===== src/logic/clkctl_pkg.sv =====
// Purpose: shared constants and types for the clock control block
// Assumes: MCLK at 20 MHz; frequencies are carried as integer kHz
// Notes:   strap defaults live here so the top and any checker agree
package clkctl_pkg;

    // ***********************************************************
    // widths
    // ***********************************************************
    localparam int OSC_W  = 17;   // oscillator kHz, up to 100 MHz
    localparam int PROD_W = 30;   // osc kHz times (loop gain + 1)
    localparam int DEN_W  = 11;   // 2 * (pre + 1) * (post + 1), up to 1024
    localparam int POST_W = 3;
    localparam int GAIN_W = 12;
    localparam int PRE_W  = 6;
    localparam int CNT_W  = 32;

    // ***********************************************************
    // strap codes {hi, lo} and oscillator figures
    // ***********************************************************
    localparam logic [1:0] STRAP_5_13   = 2'h0;
    localparam logic [1:0] STRAP_48_100 = 2'h1;
    localparam logic [1:0] STRAP_20_48  = 2'h2;
    localparam logic [1:0] STRAP_13_20  = 2'h3;

    localparam logic [OSC_W-1:0]  ONCHIP_OSC_KHZ = 17'h0_4E20;     // 20 MHz
    localparam logic [PROD_W-1:0] IF_MIN_KHZ     = 30'h0003_F7A0;  // 260 MHz
    localparam logic [PROD_W-1:0] IF_MAX_KHZ     = 30'h0013_D620;  // 1.3 GHz

    // ***********************************************************
    // timing
    // ***********************************************************
    localparam int MCLK_PERIOD_NS  = 50;
    localparam int MCLK_HZ         = 1000000000 / MCLK_PERIOD_NS;
    localparam int REF_DEFAULT_MHZ = 100;
    localparam int TIMER_TICK_NS   = 1000 / REF_DEFAULT_MHZ;
    localparam int TIMER_STEP_INT  = MCLK_PERIOD_NS / TIMER_TICK_NS;
    localparam logic [CNT_W-1:0] TIMER_STEP = CNT_W'(TIMER_STEP_INT);
    localparam int SLOW_OSC_HZ     = 31250;
    localparam int SLOW_OSC_DIV    = MCLK_HZ / SLOW_OSC_HZ;
    localparam int INTRST_DEFAULT  = 750000;

    // ***********************************************************
    // pll settings
    // ***********************************************************
    typedef struct packed {
        logic [POST_W-1:0] post;
        logic [GAIN_W-1:0] gain;
        logic [PRE_W-1:0]  pre;
    } clkctl_pll_s;

    localparam clkctl_pll_s PLL_RESET = '{post: 3'h1, gain: 12'h07A, pre: 6'h00};

    // default post/gain/pre per strap code
    function automatic clkctl_pll_s clkctl_default(input logic [1:0] code);
        clkctl_pll_s s;
        s = PLL_RESET;
        unique case (code)
            STRAP_5_13:   s = '{post: 3'h1, gain: 12'h07A, pre: 6'h00};
            STRAP_13_20:  s = '{post: 3'h2, gain: 12'h077, pre: 6'h00};
            STRAP_20_48:  s = '{post: 3'h2, gain: 12'h031, pre: 6'h00};
            STRAP_48_100: s = '{post: 3'h2, gain: 12'h017, pre: 6'h00};
        endcase
        return s;
    endfunction

endpackage


===== src/logic/clkctl_div_if.sv =====
// Purpose: request and answer wires between the top and its divider
// Assumes: one request at a time; start only while idle
// Notes:   done is a one-cycle pulse with quotient valid alongside
`timescale 1ns/1ns
interface clkctl_div_if;
    import clkctl_pkg::*;
    logic              start;
    logic [PROD_W-1:0] dividend;
    logic [DEN_W-1:0]  divisor;
    logic              done;
    logic [PROD_W-1:0] quotient;

    modport req  (output start, output dividend, output divisor,
                  input done, input quotient);
    modport calc (input start, input dividend, input divisor,
                  output done, output quotient);
endinterface


===== src/logic/clkctl_div.sv =====
// Purpose: restoring divider used to work out pll frequencies
// Assumes: divisor never zero; start ignored while busy
// Notes:   one quotient bit per cycle, PROD_W cycles per answer
`timescale 1ns/1ns
module clkctl_div
    import clkctl_pkg::*;
(
    input  wire logic   MCLK,
    input  wire logic   NRST,
    clkctl_div_if.calc  div
);

    // ***********************************************************
    // state
    // ***********************************************************
    logic              busy_ff, nxt_busy;
    logic              done_ff, nxt_done;
    logic [4:0]        cnt_ff,  nxt_cnt;
    logic [DEN_W-1:0]  rem_ff,  nxt_rem;
    logic [DEN_W-1:0]  den_ff,  nxt_den;
    logic [PROD_W-1:0] quo_ff,  nxt_quo;
    logic [DEN_W:0]    shifted;

    // shift in one dividend bit, subtract when it fits
    always_comb begin
        nxt_busy = busy_ff;
        nxt_done = 1'b0;
        nxt_cnt  = cnt_ff;
        nxt_rem  = rem_ff;
        nxt_den  = den_ff;
        nxt_quo  = quo_ff;
        shifted  = {rem_ff, quo_ff[PROD_W-1]};
        if (div.start && !busy_ff) begin
            nxt_busy = 1'b1;
            nxt_cnt  = 5'(PROD_W - 1);
            nxt_rem  = '0;
            nxt_den  = div.divisor;
            nxt_quo  = div.dividend;
        end else if (busy_ff) begin
            if (shifted >= {1'b0, den_ff}) begin
                nxt_rem = DEN_W'(shifted - {1'b0, den_ff});
                nxt_quo = {quo_ff[PROD_W-2:0], 1'b1};
            end else begin
                nxt_rem = shifted[DEN_W-1:0];
                nxt_quo = {quo_ff[PROD_W-2:0], 1'b0};
            end
            if (cnt_ff == '0) begin
                nxt_busy = 1'b0;
                nxt_done = 1'b1;
            end else begin
                nxt_cnt = cnt_ff - 5'h1;
            end
        end
    end

    // registers only
    always_ff @(posedge MCLK or negedge NRST) begin
        if (!NRST) begin
            busy_ff <= 1'b0;
            done_ff <= 1'b0;
            cnt_ff  <= '0;
            rem_ff  <= '0;
            den_ff  <= '0;
            quo_ff  <= '0;
        end else begin
            busy_ff <= nxt_busy;
            done_ff <= nxt_done;
            cnt_ff  <= nxt_cnt;
            rem_ff  <= nxt_rem;
            den_ff  <= nxt_den;
            quo_ff  <= nxt_quo;
        end
    end

    assign div.done     = done_ff;
    assign div.quotient = quo_ff;

endmodule


===== src/logic/clkctl_tick.sv =====
// Purpose: divides MCLK into a one-cycle enable pulse
// Assumes: DIV of at least 2
// Notes:   stands in for the slow low-power oscillator
`timescale 1ns/1ns
module clkctl_tick #(
    parameter int DIV = 640
) (
    input  wire logic MCLK,
    input  wire logic NRST,
    input  wire logic RUN,
    output logic      TICK
);

    // ***********************************************************
    // counter
    // ***********************************************************
    logic [15:0] cnt_ff, nxt_cnt;
    logic        tick_ff, nxt_tick;

    // count down, pulse on wrap
    always_comb begin
        nxt_cnt  = cnt_ff;
        nxt_tick = 1'b0;
        if (RUN) begin
            if (cnt_ff == '0) begin
                nxt_cnt  = 16'(DIV - 1);
                nxt_tick = 1'b1;
            end else begin
                nxt_cnt = cnt_ff - 16'h0001;
            end
        end
    end

    always_ff @(posedge MCLK or negedge NRST) begin
        if (!NRST) begin
            cnt_ff  <= '0;
            tick_ff <= 1'b0;
        end else begin
            cnt_ff  <= nxt_cnt;
            tick_ff <= nxt_tick;
        end
    end

    assign TICK = tick_ff;

endmodule


===== src/logic/clkctl_top.sv =====
// Purpose: oscillator select, pll settings, boot hold-off and timers
// Assumes: straps steady around reset release; pll writes kept in range
// Notes:   frequencies are reported in kHz, pll clocks are not synthesised
`timescale 1ns/1ns
module clkctl_top
    import clkctl_pkg::*;
#(
    parameter int INTRST_CYCLES = INTRST_DEFAULT
) (
    input  wire logic                         MCLK,
    input  wire logic                         NRST,
    input  wire logic                         OSCILLATOR_SOURCE_SELECT_N,
    input  wire logic                         CLOCK_RANGE_STRAP_LO,
    input  wire logic                         CLOCK_RANGE_STRAP_HI,
    input  wire logic [clkctl_pkg::OSC_W-1:0] CRYSTAL_CLOCK_INPUT_KHZ,
    input  wire logic                         LOW_POWER,
    input  wire logic                         PLL_WR,
    input  wire logic [clkctl_pkg::POST_W-1:0] PLL_WR_POST_SCALE,
    input  wire logic [clkctl_pkg::GAIN_W-1:0] PLL_WR_LOOP_GAIN,
    input  wire logic [clkctl_pkg::PRE_W-1:0] PLL_WR_PRE_SCALE,
    output logic                              BOOT_DONE,
    output logic                              OSC_IS_ONCHIP,
    output logic [1:0]                        STRAP_CODE,
    output logic [clkctl_pkg::OSC_W-1:0]      OSC_FREQ_KHZ,
    output logic [clkctl_pkg::OSC_W-1:0]      ANALOG_FREQ_KHZ,
    output logic [clkctl_pkg::POST_W-1:0]     PLL_POST_SCALE,
    output logic [clkctl_pkg::GAIN_W-1:0]     PLL_LOOP_GAIN,
    output logic [clkctl_pkg::PRE_W-1:0]      PLL_PRE_SCALE,
    output logic [clkctl_pkg::PROD_W-1:0]     IF_FREQ_KHZ,
    output logic [clkctl_pkg::PROD_W-1:0]     TILE_FREQ_KHZ,
    output logic                              FREQ_VALID,
    output logic                              PLL_RANGE_ERR,
    output logic [clkctl_pkg::CNT_W-1:0]      TIMER_VALUE,
    output logic [clkctl_pkg::CNT_W-1:0]      RTC_VALUE,
    output logic                              SLOW_OSC_TICK
);

    // ***********************************************************
    // declarations
    // ***********************************************************
    typedef enum logic [2:0] {
        ST_SAMPLE = 3'b001,
        ST_HOLD   = 3'b010,
        ST_RUN    = 3'b100
    } clkctl_boot_e;

    typedef enum logic [2:0] {
        CS_IDLE = 3'b001,
        CS_IF   = 3'b010,
        CS_TILE = 3'b100
    } clkctl_calc_e;

    clkctl_boot_e      boot_ff, nxt_boot;
    logic [31:0]       hold_ff, nxt_hold;
    logic              onchip_ff, nxt_onchip;
    logic [1:0]        strap_ff, nxt_strap;
    logic [OSC_W-1:0]  osc_ff, nxt_osc;
    clkctl_pll_s       pll_ff, nxt_pll;
    logic              pend_ff, nxt_pend;

    clkctl_calc_e      calc_ff, nxt_calc;
    logic [PROD_W-1:0] if_ff, nxt_if;
    logic [PROD_W-1:0] tile_ff, nxt_tile;
    logic              valid_ff, nxt_valid;
    logic              err_ff, nxt_err;
    logic              start_ff, nxt_start;
    logic [PROD_W-1:0] dvd_ff, nxt_dvd;
    logic [DEN_W-1:0]  dvs_ff, nxt_dvs;
    logic [DEN_W-1:0]  post_den_ff, nxt_post_den;

    logic [CNT_W-1:0]  timer_ff, nxt_timer;
    logic [CNT_W-1:0]  rtc_ff, nxt_rtc;
    logic              slow_tick;

    clkctl_div_if div_bus ();

    // ***********************************************************
    // boot sequence and pll settings
    // ***********************************************************

    // sample straps once after release, then hold off boot
    always_comb begin
        nxt_boot   = boot_ff;
        nxt_hold   = hold_ff;
        nxt_onchip = onchip_ff;
        nxt_strap  = strap_ff;
        nxt_osc    = osc_ff;
        nxt_pll    = pll_ff;
        nxt_pend   = pend_ff;
        unique case (boot_ff)
            ST_SAMPLE: begin
                nxt_onchip = OSCILLATOR_SOURCE_SELECT_N;
                nxt_osc    = OSCILLATOR_SOURCE_SELECT_N ? ONCHIP_OSC_KHZ
                                                        : CRYSTAL_CLOCK_INPUT_KHZ;
                // straps read here only: later changes are not seen
                nxt_strap  = {CLOCK_RANGE_STRAP_HI, CLOCK_RANGE_STRAP_LO};
                nxt_pll    = clkctl_default(nxt_strap);
                nxt_pend   = 1'b1;
                nxt_hold   = 32'(INTRST_CYCLES - 1);
                nxt_boot   = ST_HOLD;
            end
            ST_HOLD: begin
                if (hold_ff == '0) begin
                    nxt_boot = ST_RUN;
                end else begin
                    nxt_hold = hold_ff - 32'h0000_0001;
                end
            end
            ST_RUN: begin
                nxt_boot = ST_RUN;
            end
        endcase
        // writes taken once straps are loaded; fields arrive already in range
        if (boot_ff != ST_SAMPLE && PLL_WR) begin
            nxt_pll.post = PLL_WR_POST_SCALE;
            nxt_pll.gain = PLL_WR_LOOP_GAIN;
            nxt_pll.pre  = PLL_WR_PRE_SCALE;
            nxt_pend     = 1'b1;
        end else if (calc_ff == CS_IDLE && pend_ff && boot_ff != ST_SAMPLE) begin
            nxt_pend = 1'b0;   // a write in this cycle keeps it set above
        end
    end

    always_ff @(posedge MCLK or negedge NRST) begin
        if (!NRST) begin
            boot_ff   <= ST_SAMPLE;
            hold_ff   <= '0;
            onchip_ff <= 1'b0;
            strap_ff  <= STRAP_5_13;
            osc_ff    <= '0;
            pll_ff    <= PLL_RESET;
            pend_ff   <= 1'b0;
        end else begin
            boot_ff   <= nxt_boot;
            hold_ff   <= nxt_hold;
            onchip_ff <= nxt_onchip;
            strap_ff  <= nxt_strap;
            osc_ff    <= nxt_osc;
            pll_ff    <= nxt_pll;
            pend_ff   <= nxt_pend;
        end
    end

    // ***********************************************************
    // frequency calculation
    // ***********************************************************

    // two passes on one divider: intermediate, then tile
    // sharing the divider trades about 32 cycles of latency, one extra pass, for area
    always_comb begin
        nxt_calc     = calc_ff;
        nxt_if       = if_ff;
        nxt_tile     = tile_ff;
        nxt_valid    = valid_ff;
        nxt_err      = err_ff;
        nxt_start    = 1'b0;
        nxt_dvd      = dvd_ff;
        nxt_dvs      = dvs_ff;
        nxt_post_den = post_den_ff;
        unique case (calc_ff)
            CS_IDLE: begin
                if (pend_ff && boot_ff != ST_SAMPLE) begin
                    nxt_valid    = 1'b0;
                    nxt_start    = 1'b1;
                    nxt_dvd      = PROD_W'(osc_ff * ({1'b0, pll_ff.gain} + 13'h0001));
                    nxt_dvs      = DEN_W'({pll_ff.pre, 1'b0} + 7'h02);
                    nxt_post_den = DEN_W'(({pll_ff.pre, 1'b0} + 7'h02)
                                          * ({1'b0, pll_ff.post} + 4'h1));
                    nxt_calc     = CS_IF;
                end
            end
            CS_IF: begin
                if (div_bus.done) begin
                    nxt_if    = div_bus.quotient;
                    // out-of-range settings are flagged, never corrected
                    nxt_err   = (div_bus.quotient < IF_MIN_KHZ) ||
                                (div_bus.quotient > IF_MAX_KHZ);
                    nxt_start = 1'b1;
                    nxt_dvs   = post_den_ff;
                    nxt_calc  = CS_TILE;
                end
            end
            CS_TILE: begin
                if (div_bus.done) begin
                    nxt_tile  = div_bus.quotient;
                    nxt_valid = !pend_ff;
                    nxt_calc  = CS_IDLE;
                end
            end
        endcase
    end

    always_ff @(posedge MCLK or negedge NRST) begin
        if (!NRST) begin
            calc_ff     <= CS_IDLE;
            if_ff       <= '0;
            tile_ff     <= '0;
            valid_ff    <= 1'b0;
            err_ff      <= 1'b0;
            start_ff    <= 1'b0;
            dvd_ff      <= '0;
            dvs_ff      <= '0;
            post_den_ff <= '0;
        end else begin
            calc_ff     <= nxt_calc;
            if_ff       <= nxt_if;
            tile_ff     <= nxt_tile;
            valid_ff    <= nxt_valid;
            err_ff      <= nxt_err;
            start_ff    <= nxt_start;
            dvd_ff      <= nxt_dvd;
            dvs_ff      <= nxt_dvs;
            post_den_ff <= nxt_post_den;
        end
    end

    assign div_bus.start    = start_ff;
    assign div_bus.dividend = dvd_ff;
    assign div_bus.divisor  = dvs_ff;

    clkctl_div u_div (
        .MCLK (MCLK),
        .NRST (NRST),
        .div  (div_bus.calc)
    );

    // ***********************************************************
    // processor timer and real-time counter
    // ***********************************************************

    // slow oscillator modelled as an enable from MCLK
    clkctl_tick #(
        .DIV (SLOW_OSC_DIV)
    ) u_slow (
        .MCLK (MCLK),
        .NRST (NRST),
        .RUN  (boot_ff != ST_SAMPLE),
        .TICK (slow_tick)
    );

    // timer counts 10 ns units of the 100 MHz reference
    always_comb begin
        nxt_timer = timer_ff;
        nxt_rtc   = rtc_ff;
        if (boot_ff == ST_RUN) begin
            nxt_timer = timer_ff + TIMER_STEP;
        end
        if (boot_ff != ST_SAMPLE) begin
            if (LOW_POWER) begin
                nxt_rtc = slow_tick ? rtc_ff + 32'h0000_0001 : rtc_ff;
            end else begin
                nxt_rtc = rtc_ff + 32'h0000_0001;
            end
        end
    end

    always_ff @(posedge MCLK or negedge NRST) begin
        if (!NRST) begin
            timer_ff <= '0;
            rtc_ff   <= '0;
        end else begin
            timer_ff <= nxt_timer;
            rtc_ff   <= nxt_rtc;
        end
    end

    // ***********************************************************
    // outputs
    // ***********************************************************
    assign BOOT_DONE       = (boot_ff == ST_RUN);
    assign OSC_IS_ONCHIP   = onchip_ff;
    assign STRAP_CODE      = strap_ff;
    assign OSC_FREQ_KHZ    = osc_ff;
    assign ANALOG_FREQ_KHZ = osc_ff;       // no pll on the analog side
    assign PLL_POST_SCALE  = pll_ff.post;
    assign PLL_LOOP_GAIN   = pll_ff.gain;
    assign PLL_PRE_SCALE   = pll_ff.pre;
    assign IF_FREQ_KHZ     = if_ff;
    assign TILE_FREQ_KHZ   = tile_ff;
    assign FREQ_VALID      = valid_ff;
    assign PLL_RANGE_ERR   = err_ff;
    assign TIMER_VALUE     = timer_ff;
    assign RTC_VALUE       = rtc_ff;
    assign SLOW_OSC_TICK   = slow_tick;

endmodule


===== config.mk =====
export PLATFORM = sky130hd
export DESIGN_NAME = clkctl_top
export DESIGN_NICKNAME = d
export VERILOG_FILES = /design/src/logic/clkctl_pkg.sv /design/src/logic/clkctl_div_if.sv /design/src/logic/clkctl_div.sv /design/src/logic/clkctl_tick.sv /design/src/logic/clkctl_top.sv
export SDC_FILE = /design/constraint.sdc
export NUM_CORES = 1
export LEC_CHECK = 0
export ABC_AREA = 1
export BUFFER_PORTS_ARGS = -buffer_cell sky130_fd_sc_hd__buf_4
export CAP_MARGIN = 10
export CORE_MARGIN = 5
export CORE_UTILIZATION = 57
export CTS_BUF_LIST = sky130_fd_sc_hd__clkbuf_2
export CTS_CLUSTER_DIAMETER = 50
export CTS_CLUSTER_SIZE = 24
export DETAILED_ROUTE_END_ITERATION = 10
export GPL_ROUTABILITY_DRIVEN = 0
export PLACE_DENSITY = 0.78
export SETUP_SLACK_MARGIN = 0.3
export SLEW_MARGIN = 20
export SYNTH_ARGS = -nofsm -noshare
export SYNTH_HDL_FRONTEND = slang
export SYNTH_SLANG_ARGS = --single-unit

===== constraint.sdc =====
create_clock -name MCLK -period 5.49 [get_ports MCLK]
set_clock_uncertainty 0.2 [all_clocks]
set_input_delay 0.2745 -clock MCLK [delete_from_list [all_inputs] [get_ports MCLK]]
set_output_delay 0.2745 -clock MCLK [all_outputs]
set_load 0.005 [all_outputs]

==> impl_metrics.ini <==
[critical_path]
crit_top_cell = nand2_2
cp-start-kind = flop
r2r_start = PLL_LOOP_GAIN[1]$_DFFE_PN1P_
cp_data_arrival_time_ns = 7.43
r2r.worst_path.cells = 32
rrSetupSlack_ns = -1.17
r2r-end = div_bus.dividend[26]$_DFFE_PN0P_
crit_end = div_bus.dividend[26]$_DFFE_PN0P_
slowest_delay_ns = 0.68
critical_path_class = reg2reg
cp_slowest_cell = dfstp_2
end_kind = flop
cp_max_fo = 4
critPathLaunch = PLL_LOOP_GAIN[1]$_DFFE_PN1P_
cp_data_required_time_ns = 6.26

[status]
status = complete, but fails checks
violations = negative setup slack

[place]
dpl.hpwl_mm = 49.9
pre_cts_slack_ns = -0.473
portBuffers = 230

[grt]
grt_pass1_wl_mm = 124
antenna_found_initial = 7
grt_overflow = 0
grtUsageTotal_pct = 32.3
grt_pass1_vias = 24100
grt_max_degree = 157

[floorplanning]
core_area_um2 = 42900
die_w_um = 218
die_y_um = 218
ioPinCount = 231
fp-row-count = 76
design.die.area_um2 = 47400
start_util_pct = 57.4

[clocking]
cts_root_buffer = clkbuf_2
cts_tree = yes
cts_buffers = 36
clk_pin_slew_worst_paths_ns = 0.39
cts_max_level = 2
clock_latency_ns = 1.19
clock_path_buffers = 3
clkSinkCount = 332

[yosys]
synth_area_um2 = 24600
synth_top_cell_by_area = dfrtp_1
synth_edf_count = 0
syn_avg_cell_area_um2 = 7.83
synth_top_area_share_pct = 33.0
ys_types = 56
syn_inst = 3140
synthesis.nets = 3473
synth_top_flop_cell = dfrtp_1
yosys_warnings = 0
yosysSeqAreaShare_pct = 33.8
synthArstFlopShare_pct = 100
synthTopCellsByArea = dfrtp_1 33%, fa_1 14%, nand2_1 13%
ys_ff_latch = 332

[sta]
period_share_pct = 121
setup_viol = 24
rsz0062_at_grt = yes
max_slew_margin_pct = 32.8
hold_viol_final = 0
worstMarginPinSlew_ns = 1.00
postLayoutSetupSlackWorst_ns = -1.17
slew_violations = 0
fmax_mhz = 150
min_period_ns = 6.66

[routing]
routedWlPerCell_um = 19.2
dr_total_vias = 24100
dr.pass1.iters = 6
postRouteWirelength_mm = 81.3
drt-initial-drc-count = 2645
ant_nets = 0
drc = 0
avgViaCountPerCell = 5.69

[worst_hold_path]
min_path_type = in2async

[run]
cap_violations = 0

[layout]
layout-drive-gt1-share_pct = 22.4
nets = 3948
nFillCells = 2884
area.growth.synth_to_final_pct = 26.9
## routing by layer
layer  up-vias  track usage (%)  share of wire, %
li1      10700                -                 -
met1     11300             40.8                37
met2      1555             52.9                46
met3       532             6.34               9.8
met4         4             17.4               7.4
met5         -                0             0.043
## synthesized netlist by cell type (51+ instances only)
| library cell | instances |
|---|---|
| fa_1 | 175 |
| clkbuf_1 | 51 |
| nand3_1 | 117 |
| nor2_1 | 293 |
| nand2_1 | 855 |
| ha_1 | 113 |
| a21oi_1 | 52 |
| xor2_1 | 62 |
| dfrtp_1 | 324 |
| nand4_1 | 54 |
| o21ai_0 | 171 |
| inv_1 | 553 |
## state kept, by name (all words and copies together), names as in the netlist, 2 cells and up
signal / flops
u_div.rem_ff: 11
IF_FREQ_KHZ: 30
TILE_FREQ_KHZ: 30
boot_ff: 3
STRAP_CODE: 2
PLL_PRE_SCALE: 6
u_slow.cnt_ff: 16
TIMER_VALUE: 32
hold_ff: 32
RTC_VALUE: 32
u_div.den_ff: 10
u_div.div.quotient: 30
u_div.cnt_ff: 5
PLL_LOOP_GAIN: 12
div_bus.divisor: 10
calc_ff: 3
ANALOG_FREQ_KHZ: 17
div_bus.dividend: 30
PLL_POST_SCALE: 3
post_den_ff: 10
## critical path, delay by kind of cell, from the launching register on
kind / cells / cell delay, ns
adders and majority gates: 7 / 2.85
and+or+nand+nor: 17 / 1.91
buffers and inverters: 8 / 0.78
DFF: 1 / 0.68
## layout by cell type, fill, tap and decap left out, drive strengths merged, types with 8 or more instances in the layout
cell,Yosys,layout
dlygate4sd3,0,157
o21ai,201,201
nor4,8,8
ha,113,113
buf,48,379
fa,175,175
nor2,311,311
clkinv,3,8
dfrtp,324,324
inv,564,581
nand3,122,122
nand2,882,882
clkbuf,51,36
xor2,62,62
a21oi,52,52
o221ai,29,29
nand4,55,55
dfstp,8,8
or2,9,9
xnor2,30,30
nor3,52,52
o22ai,9,9
## repair_timing
item	4_1_cts	5_1_grt
setup buffers	20	18
resized for setup	157	134
pin swaps	73	72
cloned	0	0
endpoints found under the setup margin	23	25
hold buffers	158	0
endpoints found under the hold margin	406	0
## through the flow
step,hold slack [ns],util [%],instance area [µm²],cells,setup TNS (ns)
after floorplan,-0.221,-,25000,3140,-0.0242
after global placement,0.0265,64.8,27800,3966,-4.30
after detailed placement,0.0326,64.8,27800,3966,-7.41
after CTS,0.0245,71.4,30600,4209,-4.01
after global routing,0.0737,72.8,31200,4233,-20.45
final,0.0419,72.8,31200,4234,-21.38
## layout make-up
cell class	count	area (µm²)	share of cell area [%]
multi-input combinational	2142	14800	47.5
timing repair buffer	536	4590	14.7
sequential	332	8320	26.7
antenna	7	17.5	0.0561
clock inverter	29	400	1.28
inverter	567	2150	6.89
clock buffer	36	180	0.577
tap	585	732	2.35
## cell families after synthesis
logic type	after synthesis	synth area share [%]
adders and majority gates	288	20.0
xor gates and xnor gates	92	3.28
other	1	0.0152
AOI/OAI and AO/OA	312	7.12
DFF	332	33.8
buffers and inverters	666	10.8
and+or+nand+nor	1449	25.0
## worst min path at each step
stage                                           to  cells after the start
finish              ANALOG_FREQ_KHZ[0]$_DFFE_PN0P_                      4
global route        ANALOG_FREQ_KHZ[0]$_DFFE_PN0P_                      4
CTS                   PLL_LOOP_GAIN[0]$_DFFE_PN0P_                      4
detailed placement   PLL_LOOP_GAIN[10]$_DFFE_PN0P_                      1
global placement     PLL_LOOP_GAIN[11]$_DFFE_PN0P_                      1
floorplan           ANALOG_FREQ_KHZ[0]$_DFFE_PN0P_                      0
Power is not shown: default switching activity piles up to over one toggle a cycle in this logic, so the estimate is an artifact.
